$ cat src/design/ccpt_pkg.sv
package ccpt_pkg;

    // register indices; byte address is four times the index
    localparam logic [5:0] IDX_COUNTER_STATUS_CONTROL = 6'h20;
    localparam logic [5:0] IDX_COUNT_VALUE_HIGH = 6'h21;
    localparam logic [5:0] IDX_COUNT_VALUE_LOW = 6'h22;
    localparam logic [5:0] IDX_WRAP_VALUE_HIGH = 6'h23;
    localparam logic [5:0] IDX_WRAP_VALUE_LOW = 6'h24;
    localparam logic [5:0] IDX_CHAN0_STATUS_CONTROL = 6'h25;
    localparam logic [5:0] IDX_CHAN0_VALUE_HIGH = 6'h26;
    localparam logic [5:0] IDX_CHAN0_VALUE_LOW = 6'h27;
    localparam logic [5:0] IDX_CHAN1_STATUS_CONTROL = 6'h28;
    localparam logic [5:0] IDX_CHAN1_VALUE_HIGH = 6'h29;
    localparam logic [5:0] IDX_CHAN1_VALUE_LOW = 6'h2A;

    // counter_status_control field positions
    localparam int BIT_WRAP_FLAG = 7;
    localparam int BIT_WRAP_IRQ_ENABLE = 6;
    localparam int BIT_COUNTER_HALT = 5;
    localparam int BIT_COUNTER_CLEAR = 4;
    localparam int BIT_PRESCALE_LSB = 0;

    // channel status_control field position of the event flag
    localparam int BIT_CHANNEL_EVENT_FLAG = 7;

    localparam logic [2:0] PRESCALE_RESET = 3'h0;
    localparam logic [2:0] PRESCALE_NONE = 3'h7;
    localparam logic [15:0] WRAP_RESET = 16'hFFFF;
    localparam logic COUNTER_HALT_RESET = 1'b1;
    localparam logic [1:0] ELS_TOGGLE = 2'h1;
    localparam logic [1:0] ELS_CLEAR = 2'h2;
    localparam logic [1:0] ELS_OFF = 2'h0;

    // bit order matches the register byte, flag in bit 7
    typedef struct packed {
        logic channel_event_flag;
        logic channel_irq_enable;
        logic buffered_mode_select;
        logic unbuffered_mode_select;
        logic [1:0] edge_level_select;
        logic toggle_on_wrap;
        logic full_duty_force;
    } ccpt_ctl_t;

    typedef struct packed {
        ccpt_ctl_t ctl;
        logic [15:0] value;
        logic clr_armed;
        logic cap_block;
        logic cmp_block;
        logic max_eff;
        logic pin_lvl;
        logic pin_oe;
    } ccpt_chan_t;

    typedef struct packed {
        logic psel;
        logic penable;
        logic pwrite;
        logic [7:0] paddr;
        logic [31:0] pwdata;
    } ccpt_apb_req_t;

    typedef struct packed {
        logic pready;
        logic pslverr;
        logic [31:0] prdata;
    } ccpt_apb_rsp_t;

endpackage : ccpt_pkg

$ cat src/design/ccpt_timer.sv
`timescale 1ns/100ps
`default_nettype none

module ccpt_timer
    import ccpt_pkg::*;
#(
    parameter int NUM_CHAN = 2
) (
    input wire logic clk,                        // bus clock, 40 MHz
    input wire logic srst,                       // synchronous reset, active high
    input wire ccpt_pkg::ccpt_apb_req_t apb_req, // apb request from master
    output var ccpt_pkg::ccpt_apb_rsp_t apb_rsp, // apb answer
    input wire logic dbg_break,                  // debug break state, same clock
    input wire logic [NUM_CHAN-1:0] chan_pin_in, // channel pin levels, async
    output logic [NUM_CHAN-1:0] chan_pin_out,    // channel pin drive level
    output logic [NUM_CHAN-1:0] chan_pin_oe,     // high while timer drives pin
    output logic wrap_irq,                       // wrap interrupt request
    output logic [NUM_CHAN-1:0] chan_irq         // channel interrupt requests
);
    import ccpt_pkg::*;

    typedef struct packed {
        logic wrap_flag;
        logic wrap_irq_enable;
        logic counter_halt;
        logic [2:0] prescale_select;
        logic [5:0] pre;
        logic [15:0] cnt;
        logic [15:0] wrap;
        logic wrap_armed;
        logic wrap_block;
        logic lo_latched;
        logic [7:0] lo_buf;
        logic [7:0] snap_lo;
        ccpt_chan_t [NUM_CHAN-1:0] ch;
        logic buf_active;
        logic buf_pending;
        logic [NUM_CHAN-1:0] sync1;
        logic [NUM_CHAN-1:0] sync2;
        logic [NUM_CHAN-1:0] prev;
        ccpt_apb_rsp_t rsp;
        logic wrap_irq;
        logic [NUM_CHAN-1:0] chan_irq;
    } ccpt_state_t;

    ccpt_state_t s_q;
    ccpt_state_t s_d;

    function automatic logic [5:0] prescale_mask(input logic [2:0] sel);
        logic [5:0] m;
        m = 6'h00;
        for (int b = 0; b < 6; b++) begin
            if (b < int'(sel)) begin
                m[b] = 1'b1;
            end
        end
        return m;
    endfunction : prescale_mask

    function automatic logic is_capture(input ccpt_ctl_t c);
        return !c.buffered_mode_select && !c.unbuffered_mode_select
            && (c.edge_level_select != ELS_OFF);
    endfunction : is_capture

    function automatic logic is_compare(input ccpt_ctl_t c);
        return (c.buffered_mode_select || c.unbuffered_mode_select)
            && (c.edge_level_select != ELS_OFF);
    endfunction : is_compare

    always_comb begin
        logic [5:0] idx;
        logic setup;
        logic access;
        logic wr;
        logic rd;
        logic halted;
        logic tick;
        logic ovf;
        logic buffered;
        logic ch_en;
        logic rise;
        logic fall;
        logic cap_ev;
        logic cmp_ev;
        logic ov_act;
        logic pulse;
        logic [15:0] cmp_val;
        logic cmp_blk;
        logic [7:0] wb;
        logic [NUM_CHAN-1:0] ch_ev;
        ccpt_ctl_t c;
        ccpt_ctl_t wc;

        s_d = s_q;
        idx = apb_req.paddr[7:2];
        wb = apb_req.pwdata[7:0];
        wc = ccpt_ctl_t'(wb);
        setup = apb_req.psel && !apb_req.penable;
        access = apb_req.psel && apb_req.penable && s_q.rsp.pready;
        wr = access && apb_req.pwrite && !s_q.rsp.pslverr;
        rd = access && !apb_req.pwrite && !s_q.rsp.pslverr;
        buffered = s_q.ch[0].ctl.buffered_mode_select;
        ch_ev = '0;

        // only sync2 reads sync1; two flops settle the async pins, prev keeps the last level for edges
        s_d.sync1 = chan_pin_in;
        s_d.sync2 = s_q.sync1;
        s_d.prev = s_q.sync2;

        // prescaler and counter
        halted = s_q.counter_halt || dbg_break;
        tick = 1'b0;
        if (!halted) begin
            s_d.pre = s_q.pre + 6'h01;
            tick = (s_q.prescale_select != PRESCALE_NONE)
                && ((s_q.pre & prescale_mask(s_q.prescale_select))
                    == prescale_mask(s_q.prescale_select));
        end
        ovf = tick && (s_q.cnt == s_q.wrap);
        if (tick) begin
            s_d.cnt = ovf ? 16'h0000 : s_q.cnt + 16'h0001;
        end
        if (ovf) begin
            s_d.buf_active = s_q.buf_pending;
        end

        // channel events, computed from the registered state
        for (int i = 0; i < NUM_CHAN; i++) begin
            c = s_q.ch[i].ctl;
            ch_en = !(i == 1 && buffered);
            if (i != 0) begin
                c.buffered_mode_select = 1'b0;
            end
            rise = s_q.sync2[i] && !s_q.prev[i];
            fall = !s_q.sync2[i] && s_q.prev[i];
            cap_ev = ch_en && is_capture(c) && !s_q.ch[i].cap_block
                && ((c.edge_level_select[0] && rise)
                    || (c.edge_level_select[1] && fall));
            if (i == 0 && buffered) begin
                cmp_val = s_q.ch[s_q.buf_active].value;
                cmp_blk = s_q.ch[s_q.buf_active].cmp_block;
            end else begin
                cmp_val = s_q.ch[i].value;
                cmp_blk = s_q.ch[i].cmp_block;
            end
            cmp_ev = ch_en && is_compare(c) && tick
                && (s_q.cnt == cmp_val) && !cmp_blk;
            ov_act = ch_en && is_compare(c) && c.toggle_on_wrap && ovf;
            pulse = !c.edge_level_select[0];
            if (cap_ev) begin
                s_d.ch[i].value = s_q.cnt;
            end
            if (!ch_en || c.edge_level_select == ELS_OFF) begin
                s_d.ch[i].pin_oe = 1'b0;
                s_d.ch[i].pin_lvl = !c.unbuffered_mode_select;
            end else if (is_compare(c)) begin
                s_d.ch[i].pin_oe = 1'b1;
                if (ov_act) begin
                    // wrap wins over a same-cycle match
                    if (s_q.ch[i].max_eff && c.edge_level_select != ELS_TOGGLE) begin
                        s_d.ch[i].pin_lvl = pulse;
                    end else begin
                        s_d.ch[i].pin_lvl = !s_q.ch[i].pin_lvl;
                    end
                end else if (cmp_ev && !(s_q.ch[i].max_eff && c.toggle_on_wrap)) begin
                    // without wrap toggles a clear or set match keeps forcing one fixed level; a toggle match still toggles
                    unique case (c.edge_level_select)
                        ELS_TOGGLE: s_d.ch[i].pin_lvl = !s_q.ch[i].pin_lvl;
                        ELS_CLEAR: s_d.ch[i].pin_lvl = 1'b0;
                        default: s_d.ch[i].pin_lvl = 1'b1;
                    endcase
                end
                if (ovf) begin
                    s_d.ch[i].max_eff = c.full_duty_force;
                end
            end else begin
                s_d.ch[i].pin_oe = 1'b0;
            end
            ch_ev[i] = cap_ev || cmp_ev;
        end

        // apb setup: snapshot read data, answer in the access cycle
        s_d.rsp.pready = 1'b0;
        s_d.rsp.pslverr = 1'b0;
        if (setup && !s_q.rsp.pready) begin
            s_d.rsp.pready = 1'b1;
            s_d.rsp.pslverr = (apb_req.paddr[1:0] != 2'b00)
                || (idx < IDX_COUNTER_STATUS_CONTROL)
                || (idx > IDX_CHAN1_VALUE_LOW);
            s_d.rsp.prdata = 32'h0000_0000;
            s_d.snap_lo = s_q.cnt[7:0];
            unique case (idx)
                IDX_COUNTER_STATUS_CONTROL: begin
                    s_d.rsp.prdata[BIT_WRAP_FLAG] = s_q.wrap_flag;
                    s_d.rsp.prdata[BIT_WRAP_IRQ_ENABLE] = s_q.wrap_irq_enable;
                    s_d.rsp.prdata[BIT_COUNTER_HALT] = s_q.counter_halt;
                    s_d.rsp.prdata[BIT_PRESCALE_LSB +: 3] = s_q.prescale_select;
                end
                IDX_COUNT_VALUE_HIGH: s_d.rsp.prdata[7:0] = s_q.cnt[15:8];
                IDX_COUNT_VALUE_LOW: begin
                    s_d.rsp.prdata[7:0] = s_q.lo_latched ? s_q.lo_buf : s_q.cnt[7:0];
                end
                IDX_WRAP_VALUE_HIGH: s_d.rsp.prdata[7:0] = s_q.wrap[15:8];
                IDX_WRAP_VALUE_LOW: s_d.rsp.prdata[7:0] = s_q.wrap[7:0];
                IDX_CHAN0_STATUS_CONTROL: s_d.rsp.prdata[7:0] = 8'(s_q.ch[0].ctl);
                IDX_CHAN0_VALUE_HIGH: s_d.rsp.prdata[7:0] = s_q.ch[0].value[15:8];
                IDX_CHAN0_VALUE_LOW: s_d.rsp.prdata[7:0] = s_q.ch[0].value[7:0];
                IDX_CHAN1_STATUS_CONTROL: s_d.rsp.prdata[7:0] = 8'(s_q.ch[1].ctl);
                IDX_CHAN1_VALUE_HIGH: s_d.rsp.prdata[7:0] = s_q.ch[1].value[15:8];
                IDX_CHAN1_VALUE_LOW: s_d.rsp.prdata[7:0] = s_q.ch[1].value[7:0];
                default: s_d.rsp.prdata = 32'h0000_0000;
            endcase
        end

        // read side effects take place at the completing edge
        if (rd) begin
            unique case (idx)
                IDX_COUNTER_STATUS_CONTROL: begin
                    if (s_q.wrap_flag) begin
                        s_d.wrap_armed = 1'b1;
                    end
                end
                IDX_COUNT_VALUE_HIGH: begin
                    if (!s_q.lo_latched) begin
                        s_d.lo_latched = 1'b1;
                        s_d.lo_buf = s_q.snap_lo;
                    end
                end
                IDX_COUNT_VALUE_LOW: s_d.lo_latched = 1'b0;
                IDX_CHAN0_STATUS_CONTROL: begin
                    if (s_q.ch[0].ctl.channel_event_flag) begin
                        s_d.ch[0].clr_armed = 1'b1;
                    end
                end
                IDX_CHAN1_STATUS_CONTROL: begin
                    if (s_q.ch[1].ctl.channel_event_flag) begin
                        s_d.ch[1].clr_armed = 1'b1;
                    end
                end
                IDX_CHAN0_VALUE_HIGH: begin
                    if (is_capture(s_q.ch[0].ctl)) begin
                        s_d.ch[0].cap_block = 1'b1;
                    end
                end
                IDX_CHAN1_VALUE_HIGH: begin
                    if (is_capture(s_q.ch[1].ctl)) begin
                        s_d.ch[1].cap_block = 1'b1;
                    end
                end
                IDX_CHAN0_VALUE_LOW: s_d.ch[0].cap_block = 1'b0;
                IDX_CHAN1_VALUE_LOW: s_d.ch[1].cap_block = 1'b0;
                default: s_d.lo_latched = s_q.lo_latched;
            endcase
        end

        if (wr) begin
            unique case (idx)
                IDX_COUNTER_STATUS_CONTROL: begin
                    if (!wb[BIT_WRAP_FLAG] && s_q.wrap_armed) begin
                        s_d.wrap_flag = 1'b0;
                    end
                    s_d.wrap_armed = 1'b0;
                    s_d.wrap_irq_enable = wb[BIT_WRAP_IRQ_ENABLE];
                    s_d.counter_halt = wb[BIT_COUNTER_HALT];
                    s_d.prescale_select = wb[BIT_PRESCALE_LSB +: 3];
                    if (wb[BIT_COUNTER_CLEAR]) begin
                        // clear is never stored, so it reads back as zero
                        s_d.cnt = 16'h0000;
                        s_d.pre = 6'h00;
                    end
                end
                IDX_WRAP_VALUE_HIGH: begin
                    s_d.wrap[15:8] = wb;
                    s_d.wrap_block = 1'b1;
                end
                IDX_WRAP_VALUE_LOW: begin
                    s_d.wrap[7:0] = wb;
                    s_d.wrap_block = 1'b0;
                end
                IDX_CHAN0_STATUS_CONTROL, IDX_CHAN1_STATUS_CONTROL: begin
                    for (int i = 0; i < NUM_CHAN; i++) begin
                        if ((idx == IDX_CHAN0_STATUS_CONTROL && i == 0)
                            || (idx == IDX_CHAN1_STATUS_CONTROL && i == 1 && !buffered)) begin
                            if (!wc.channel_event_flag && s_q.ch[i].clr_armed) begin
                                s_d.ch[i].ctl.channel_event_flag = 1'b0;
                            end
                            s_d.ch[i].clr_armed = 1'b0;
                            s_d.ch[i].ctl.channel_irq_enable = wc.channel_irq_enable;
                            s_d.ch[i].ctl.buffered_mode_select =
                                (i == 0) ? wc.buffered_mode_select : 1'b0;
                            s_d.ch[i].ctl.unbuffered_mode_select = wc.unbuffered_mode_select;
                            s_d.ch[i].ctl.edge_level_select = wc.edge_level_select;
                            s_d.ch[i].ctl.toggle_on_wrap = wc.toggle_on_wrap;
                            s_d.ch[i].ctl.full_duty_force = wc.full_duty_force;
                        end
                    end
                end
                IDX_CHAN0_VALUE_HIGH, IDX_CHAN1_VALUE_HIGH: begin
                    for (int i = 0; i < NUM_CHAN; i++) begin
                        if ((idx == IDX_CHAN0_VALUE_HIGH) == (i == 0)) begin
                            s_d.ch[i].value[15:8] = wb;
                            if (!is_capture(s_q.ch[i].ctl)) begin
                                s_d.ch[i].cmp_block = 1'b1;
                            end
                        end
                    end
                end
                IDX_CHAN0_VALUE_LOW, IDX_CHAN1_VALUE_LOW: begin
                    for (int i = 0; i < NUM_CHAN; i++) begin
                        if ((idx == IDX_CHAN0_VALUE_LOW) == (i == 0)) begin
                            s_d.ch[i].value[7:0] = wb;
                            s_d.ch[i].cmp_block = 1'b0;
                            s_d.buf_pending = (i != 0);
                        end
                    end
                end
                default: s_d.wrap_block = s_q.wrap_block;
            endcase
        end

        // leaving buffered mode restarts the pair from channel 0
        if (!s_d.ch[0].ctl.buffered_mode_select) begin
            s_d.buf_active = 1'b0;
            s_d.buf_pending = 1'b0;
        end

        // events last: a set in the clearing cycle wins and voids the clear
        if (ovf && !s_q.wrap_block) begin
            s_d.wrap_flag = 1'b1;
            s_d.wrap_armed = 1'b0;
        end
        for (int i = 0; i < NUM_CHAN; i++) begin
            if (ch_ev[i]) begin
                s_d.ch[i].ctl.channel_event_flag = 1'b1;
                s_d.ch[i].clr_armed = 1'b0;
            end
        end

        if (srst) begin
            s_d = '0;
            s_d.counter_halt = COUNTER_HALT_RESET;
            s_d.wrap = WRAP_RESET;
            s_d.prescale_select = PRESCALE_RESET;
            for (int i = 0; i < NUM_CHAN; i++) begin
                s_d.ch[i].pin_lvl = 1'b1;
            end
        end

        s_d.wrap_irq = s_d.wrap_flag && s_d.wrap_irq_enable;
        for (int i = 0; i < NUM_CHAN; i++) begin
            s_d.chan_irq[i] = s_d.ch[i].ctl.channel_event_flag
                && s_d.ch[i].ctl.channel_irq_enable;
        end
    end

    always_ff @(posedge clk) begin
        s_q <= s_d;
    end

    always_comb begin
        apb_rsp = s_q.rsp;
        wrap_irq = s_q.wrap_irq;
        chan_irq = s_q.chan_irq;
        for (int i = 0; i < NUM_CHAN; i++) begin
            chan_pin_out[i] = s_q.ch[i].pin_lvl;
            chan_pin_oe[i] = s_q.ch[i].pin_oe;
        end
    end

endmodule : ccpt_timer

`default_nettype wire

$ cat config.mk
export PLATFORM = sky130hd
export DESIGN_NAME = ccpt_timer
export DESIGN_NICKNAME = d
export VERILOG_FILES = /design/src/design/ccpt_pkg.sv /design/src/design/ccpt_timer.sv
export SDC_FILE = /design/constraint.sdc
export NUM_CORES = 1
export LEC_CHECK = 0
export BUFFER_PORTS_ARGS = -buffer_cell sky130_fd_sc_hd__buf_2
export CORE_ASPECT_RATIO = 0.5
export CORE_MARGIN = 1.5
export CORE_UTILIZATION = 59
export DETAILED_ROUTE_END_ITERATION = 10
export PLACE_DENSITY = 0.8
export SETUP_SLACK_MARGIN = 0.2
export SLEW_MARGIN = 0
export SYNTH_ARGS = -nofsm -noshare
export SYNTH_HDL_FRONTEND = slang
export SYNTH_SLANG_ARGS = --single-unit
export TNS_END_PERCENT = 20
$ cat constraint.sdc
create_clock -name clk -period 3.3 [get_ports clk]
set_input_delay 0.33 -clock clk [delete_from_list [all_inputs] [get_ports clk]]
set_output_delay 0.33 -clock clk [all_outputs]
set_load 0.005 [all_outputs]
==> flow_metrics.tcl <==
set metrics [dict create \
    syn_area_mm2 0.00774 \
    clockBufferDepth 2 \
    clk_pin_slew_ns 0.07 \
    ir_worst_vdd_uv 312 \
    die_x_um 165 \
    rows 29 \
    synth_top_family_by_area "simple AND/OR/NAND/NOR gates" \
    drtPass1Iterations 6 \
    numCtsBuffers 17 \
    reg2regPathDepth 6 \
    vias 7105 \
    synth-seq-cells 143 \
    pwr-share-comb 0.043 \
    min_from "chan_pin_in[1]" \
    pre_cts_ws_ns 0.486 \
    root_buffer "clkbuf_16" \
    hold_depth 2 \
    p_leak_nw 3.32 \
    seq_power_share 0.446 \
    worst_slew_pin_slew_ns 0.882 \
    clk_latency_ns 0.43 \
    grt_pass1_vias 6665 \
    coreArea_mm2 0.0127 \
    period_share 0.901 \
    yosys-top-cells-area "dfxtp_1 37%, mux2i_1 8.7%, nor2_1 5.7%, nand2_1 5.2%, xnor2_1 4.2%" \
    fin_nets 997 \
    path_max_fanout 15 \
    r2r_end "s_q[140]" \
    grt_first_pass_wirelength_um 37700 \
    fp.dieArea_mm2 0.0139 \
    required_ns 3.56 \
    synth.area.mux_share 0.123 \
    synth-simple-area-share 0.211 \
    synth_cell_types 69 \
    outcome "complete, no violations" \
    cts_setup_buffers 0 \
    drc_errors 0 \
    fin_worst_skew_ns 0.00974 \
    yosys.cell_count.top_type "dfxtp_1" \
    io_pins 89 \
    post_synth_fa_ha_maj_area_fraction 0.00323 \
    route.detailed.wl_per_inst_um 21.4 \
    ff2ff_setup_slack_ns 0.33 \
    p_int_w 0.00299 \
    power_density_mw_per_mm2 455 \
    slew_viol_final 0 \
    rsz0062_at_grt "no" \
    synth_cells 936 \
    ant_nets 0 \
    async_flop_share 0 \
    yosysTopAreaCell "dfxtp_1" \
    setup-tns-final_ns 0 \
    synth_xor_xnor_area_share 0.0656 \
    min_path_type "input pin to flop" \
    area_growth_pct 10.6 \
    synthFlopType "dfxtp_1" \
    whs_ns 0.113 \
    via_per_inst 6.30 \
    htree_num_levels 4 \
    power_frac_clock 0.511 \
    setup-violations-final 0 \
    relSlewSlack 0.412 \
    fin_ws_ns 0.328 \
    wl_um 24100 \
    synth_top_area_share 0.370 \
    hold_viol 0 \
    crit_type "flop to flop" \
    p_sw_frac 0.232 \
    r2r-start "s_q[141]" \
    chipHeight_um 84.0 \
    synth_compound_area_frac 0.142 \
    fmax_ghz 0.337 \
    grt_overflow 0 \
    power.switching_w 0.000903 \
    io_buffers 40 \
    initial_core_util 0.608 \
    dp_hpwl_um 17100 \
    cts_tree "yes" \
    layout-drive-gt1-share 0.144 \
    max-cap-violations 0 \
    gp_congestion 1.03 \
    grt_start_max_net_pins 61 \
    ys_warn_count 0 \
    track_usage 0.365 \
    drt_first_iter_violations 1027 \
    ctsHoldBuffers 0 \
    crit_arrival_ns 3.23 \
    antenna_found_initial 0 \
    cts_resized 0 \
    insertedDiodeCount 0 \
    synth_commonest_cells "143 x dfxtp_1, 117 x nor2_1, 107 x nand2_1" \
    end_kind "flop" \
    critPathLaunchType "flop" \
    worstHoldEndpoint "s_q[42]" \
    avgSynthCellArea_um2 8.27 \
    synth-edff-count 0 \
    nFillCells 1033 \
    clock_sinks 143 \
    ys_seq_area_frac 0.370 \
    period_needed_ns 2.97 \
]
## critical path: stages (launching register included)
cell      delay (ns)
dfxtp_1         0.73
xnor2_1         0.18
nand4_1         0.11
nor4_1          0.50
nand3_1         0.43
nand2b_1        0.61
nor2_1          0.23
## power by group through the flow
stage / logic, W / clock network (W) / registers, W
4_1_cts: 0.000163 / 0.00199 / 0.00173
3_3_place_gp: 0.000160 / 0 / 0.00177
2_1_floorplan: 0.000127 / 0 / 0.00177
6_report: 0.000169 / 0.00199 / 0.00173
5_1_grt: 0.000180 / 0.00207 / 0.00173
3_5_place_dp: 0.000162 / 0 / 0.00177
## placed cells by master, fill, tap and decap left out, types with 11 or more instances in the layout
| cell | count |
|---|---|
| a211oi_1 | 41 |
| a21oi_1 | 42 |
| buf_2 | 40 |
| buf_4 | 40 |
| clkbuf_16 | 17 |
| conb_1 | 24 |
| dfxtp_1 | 143 |
| inv_1 | 20 |
| mux2i_1 | 67 |
| nand2_1 | 107 |
| nand3_1 | 34 |
| nand4_1 | 13 |
| nor2_1 | 117 |
| nor2b_1 | 11 |
| nor3_1 | 15 |
| o21ai_0 | 24 |
| xnor2_1 | 37 |
| xor2_1 | 21 |
## metal layers
metal	up-vias	GRT usage	part of all wire
li1	3228	-	-
met1	3338	0.507	0.42
met4	0	0.129	0.031
met3	71	0.117	0.13
met2	468	0.527	0.41
met5	-	0	0
## metrics by stage
step / total power (W) / utilization / cells / cell area, um2
after floorplan: 0.00190 / - / 959 / 7830
after global placement: 0.00193 / 0.625 / 1098 / 7960
after detailed placement: 0.00193 / 0.625 / 1098 / 7960
after CTS: 0.00389 / 0.672 / 1128 / 8560
after global routing: 0.00398 / 0.672 / 1128 / 8560
final: 0.00389 / 0.672 / 1128 / 8560
## flip-flops by register name (all words and copies together), names as in the netlist
name,count
wrap_irq,1
chan_irq,2
chan_pin_out,2
s_q,126
apb_rsp,10
chan_pin_oe,2
## final cells by class
type	count	area, um2	area share
multi-input combinational	685	4310	0.503
sequential	143	2860	0.334
timing repair buffer	80	500	0.0585
clock buffer	18	439	0.0513
tap	170	213	0.0248
clock inverter	12	161	0.0189
inverter	20	75.1	0.00877
## how the worst max path moves through the flow
stage | depth (start not counted) | slack [ns] | startpoint | to
2_1_floorplan | 7 | 0.70 | s_q[140] | chan_pin_out[1]
6_report | 6 | 0.33 | s_q[141] | s_q[140]
3_5_place_dp | 8 | 0.49 | dbg_break | chan_pin_out[1]
3_3_place_gp | 8 | 0.51 | dbg_break | chan_pin_out[1]
5_1_grt | 7 | 0.28 | s_q[141] | chan_pin_out[1]
4_1_cts | 7 | 0.47 | s_q[141] | chan_pin_out[1]
## logic make-up (layout without fill, tap and decap cells)
kind of cell             after synthesis  after routing
flip-flops                           143            143
AO/OA/AOI/OAI                        164            164
adder cells (fa/ha/maj)                2              2
other                                  1             24
multiplexers                          84             84
AND/OR/NAND/NOR                      353            353
XOR/XNOR                              58             58
buffers and inverters                131            130
No activity file was read; power rests on OpenSTA's default activity.
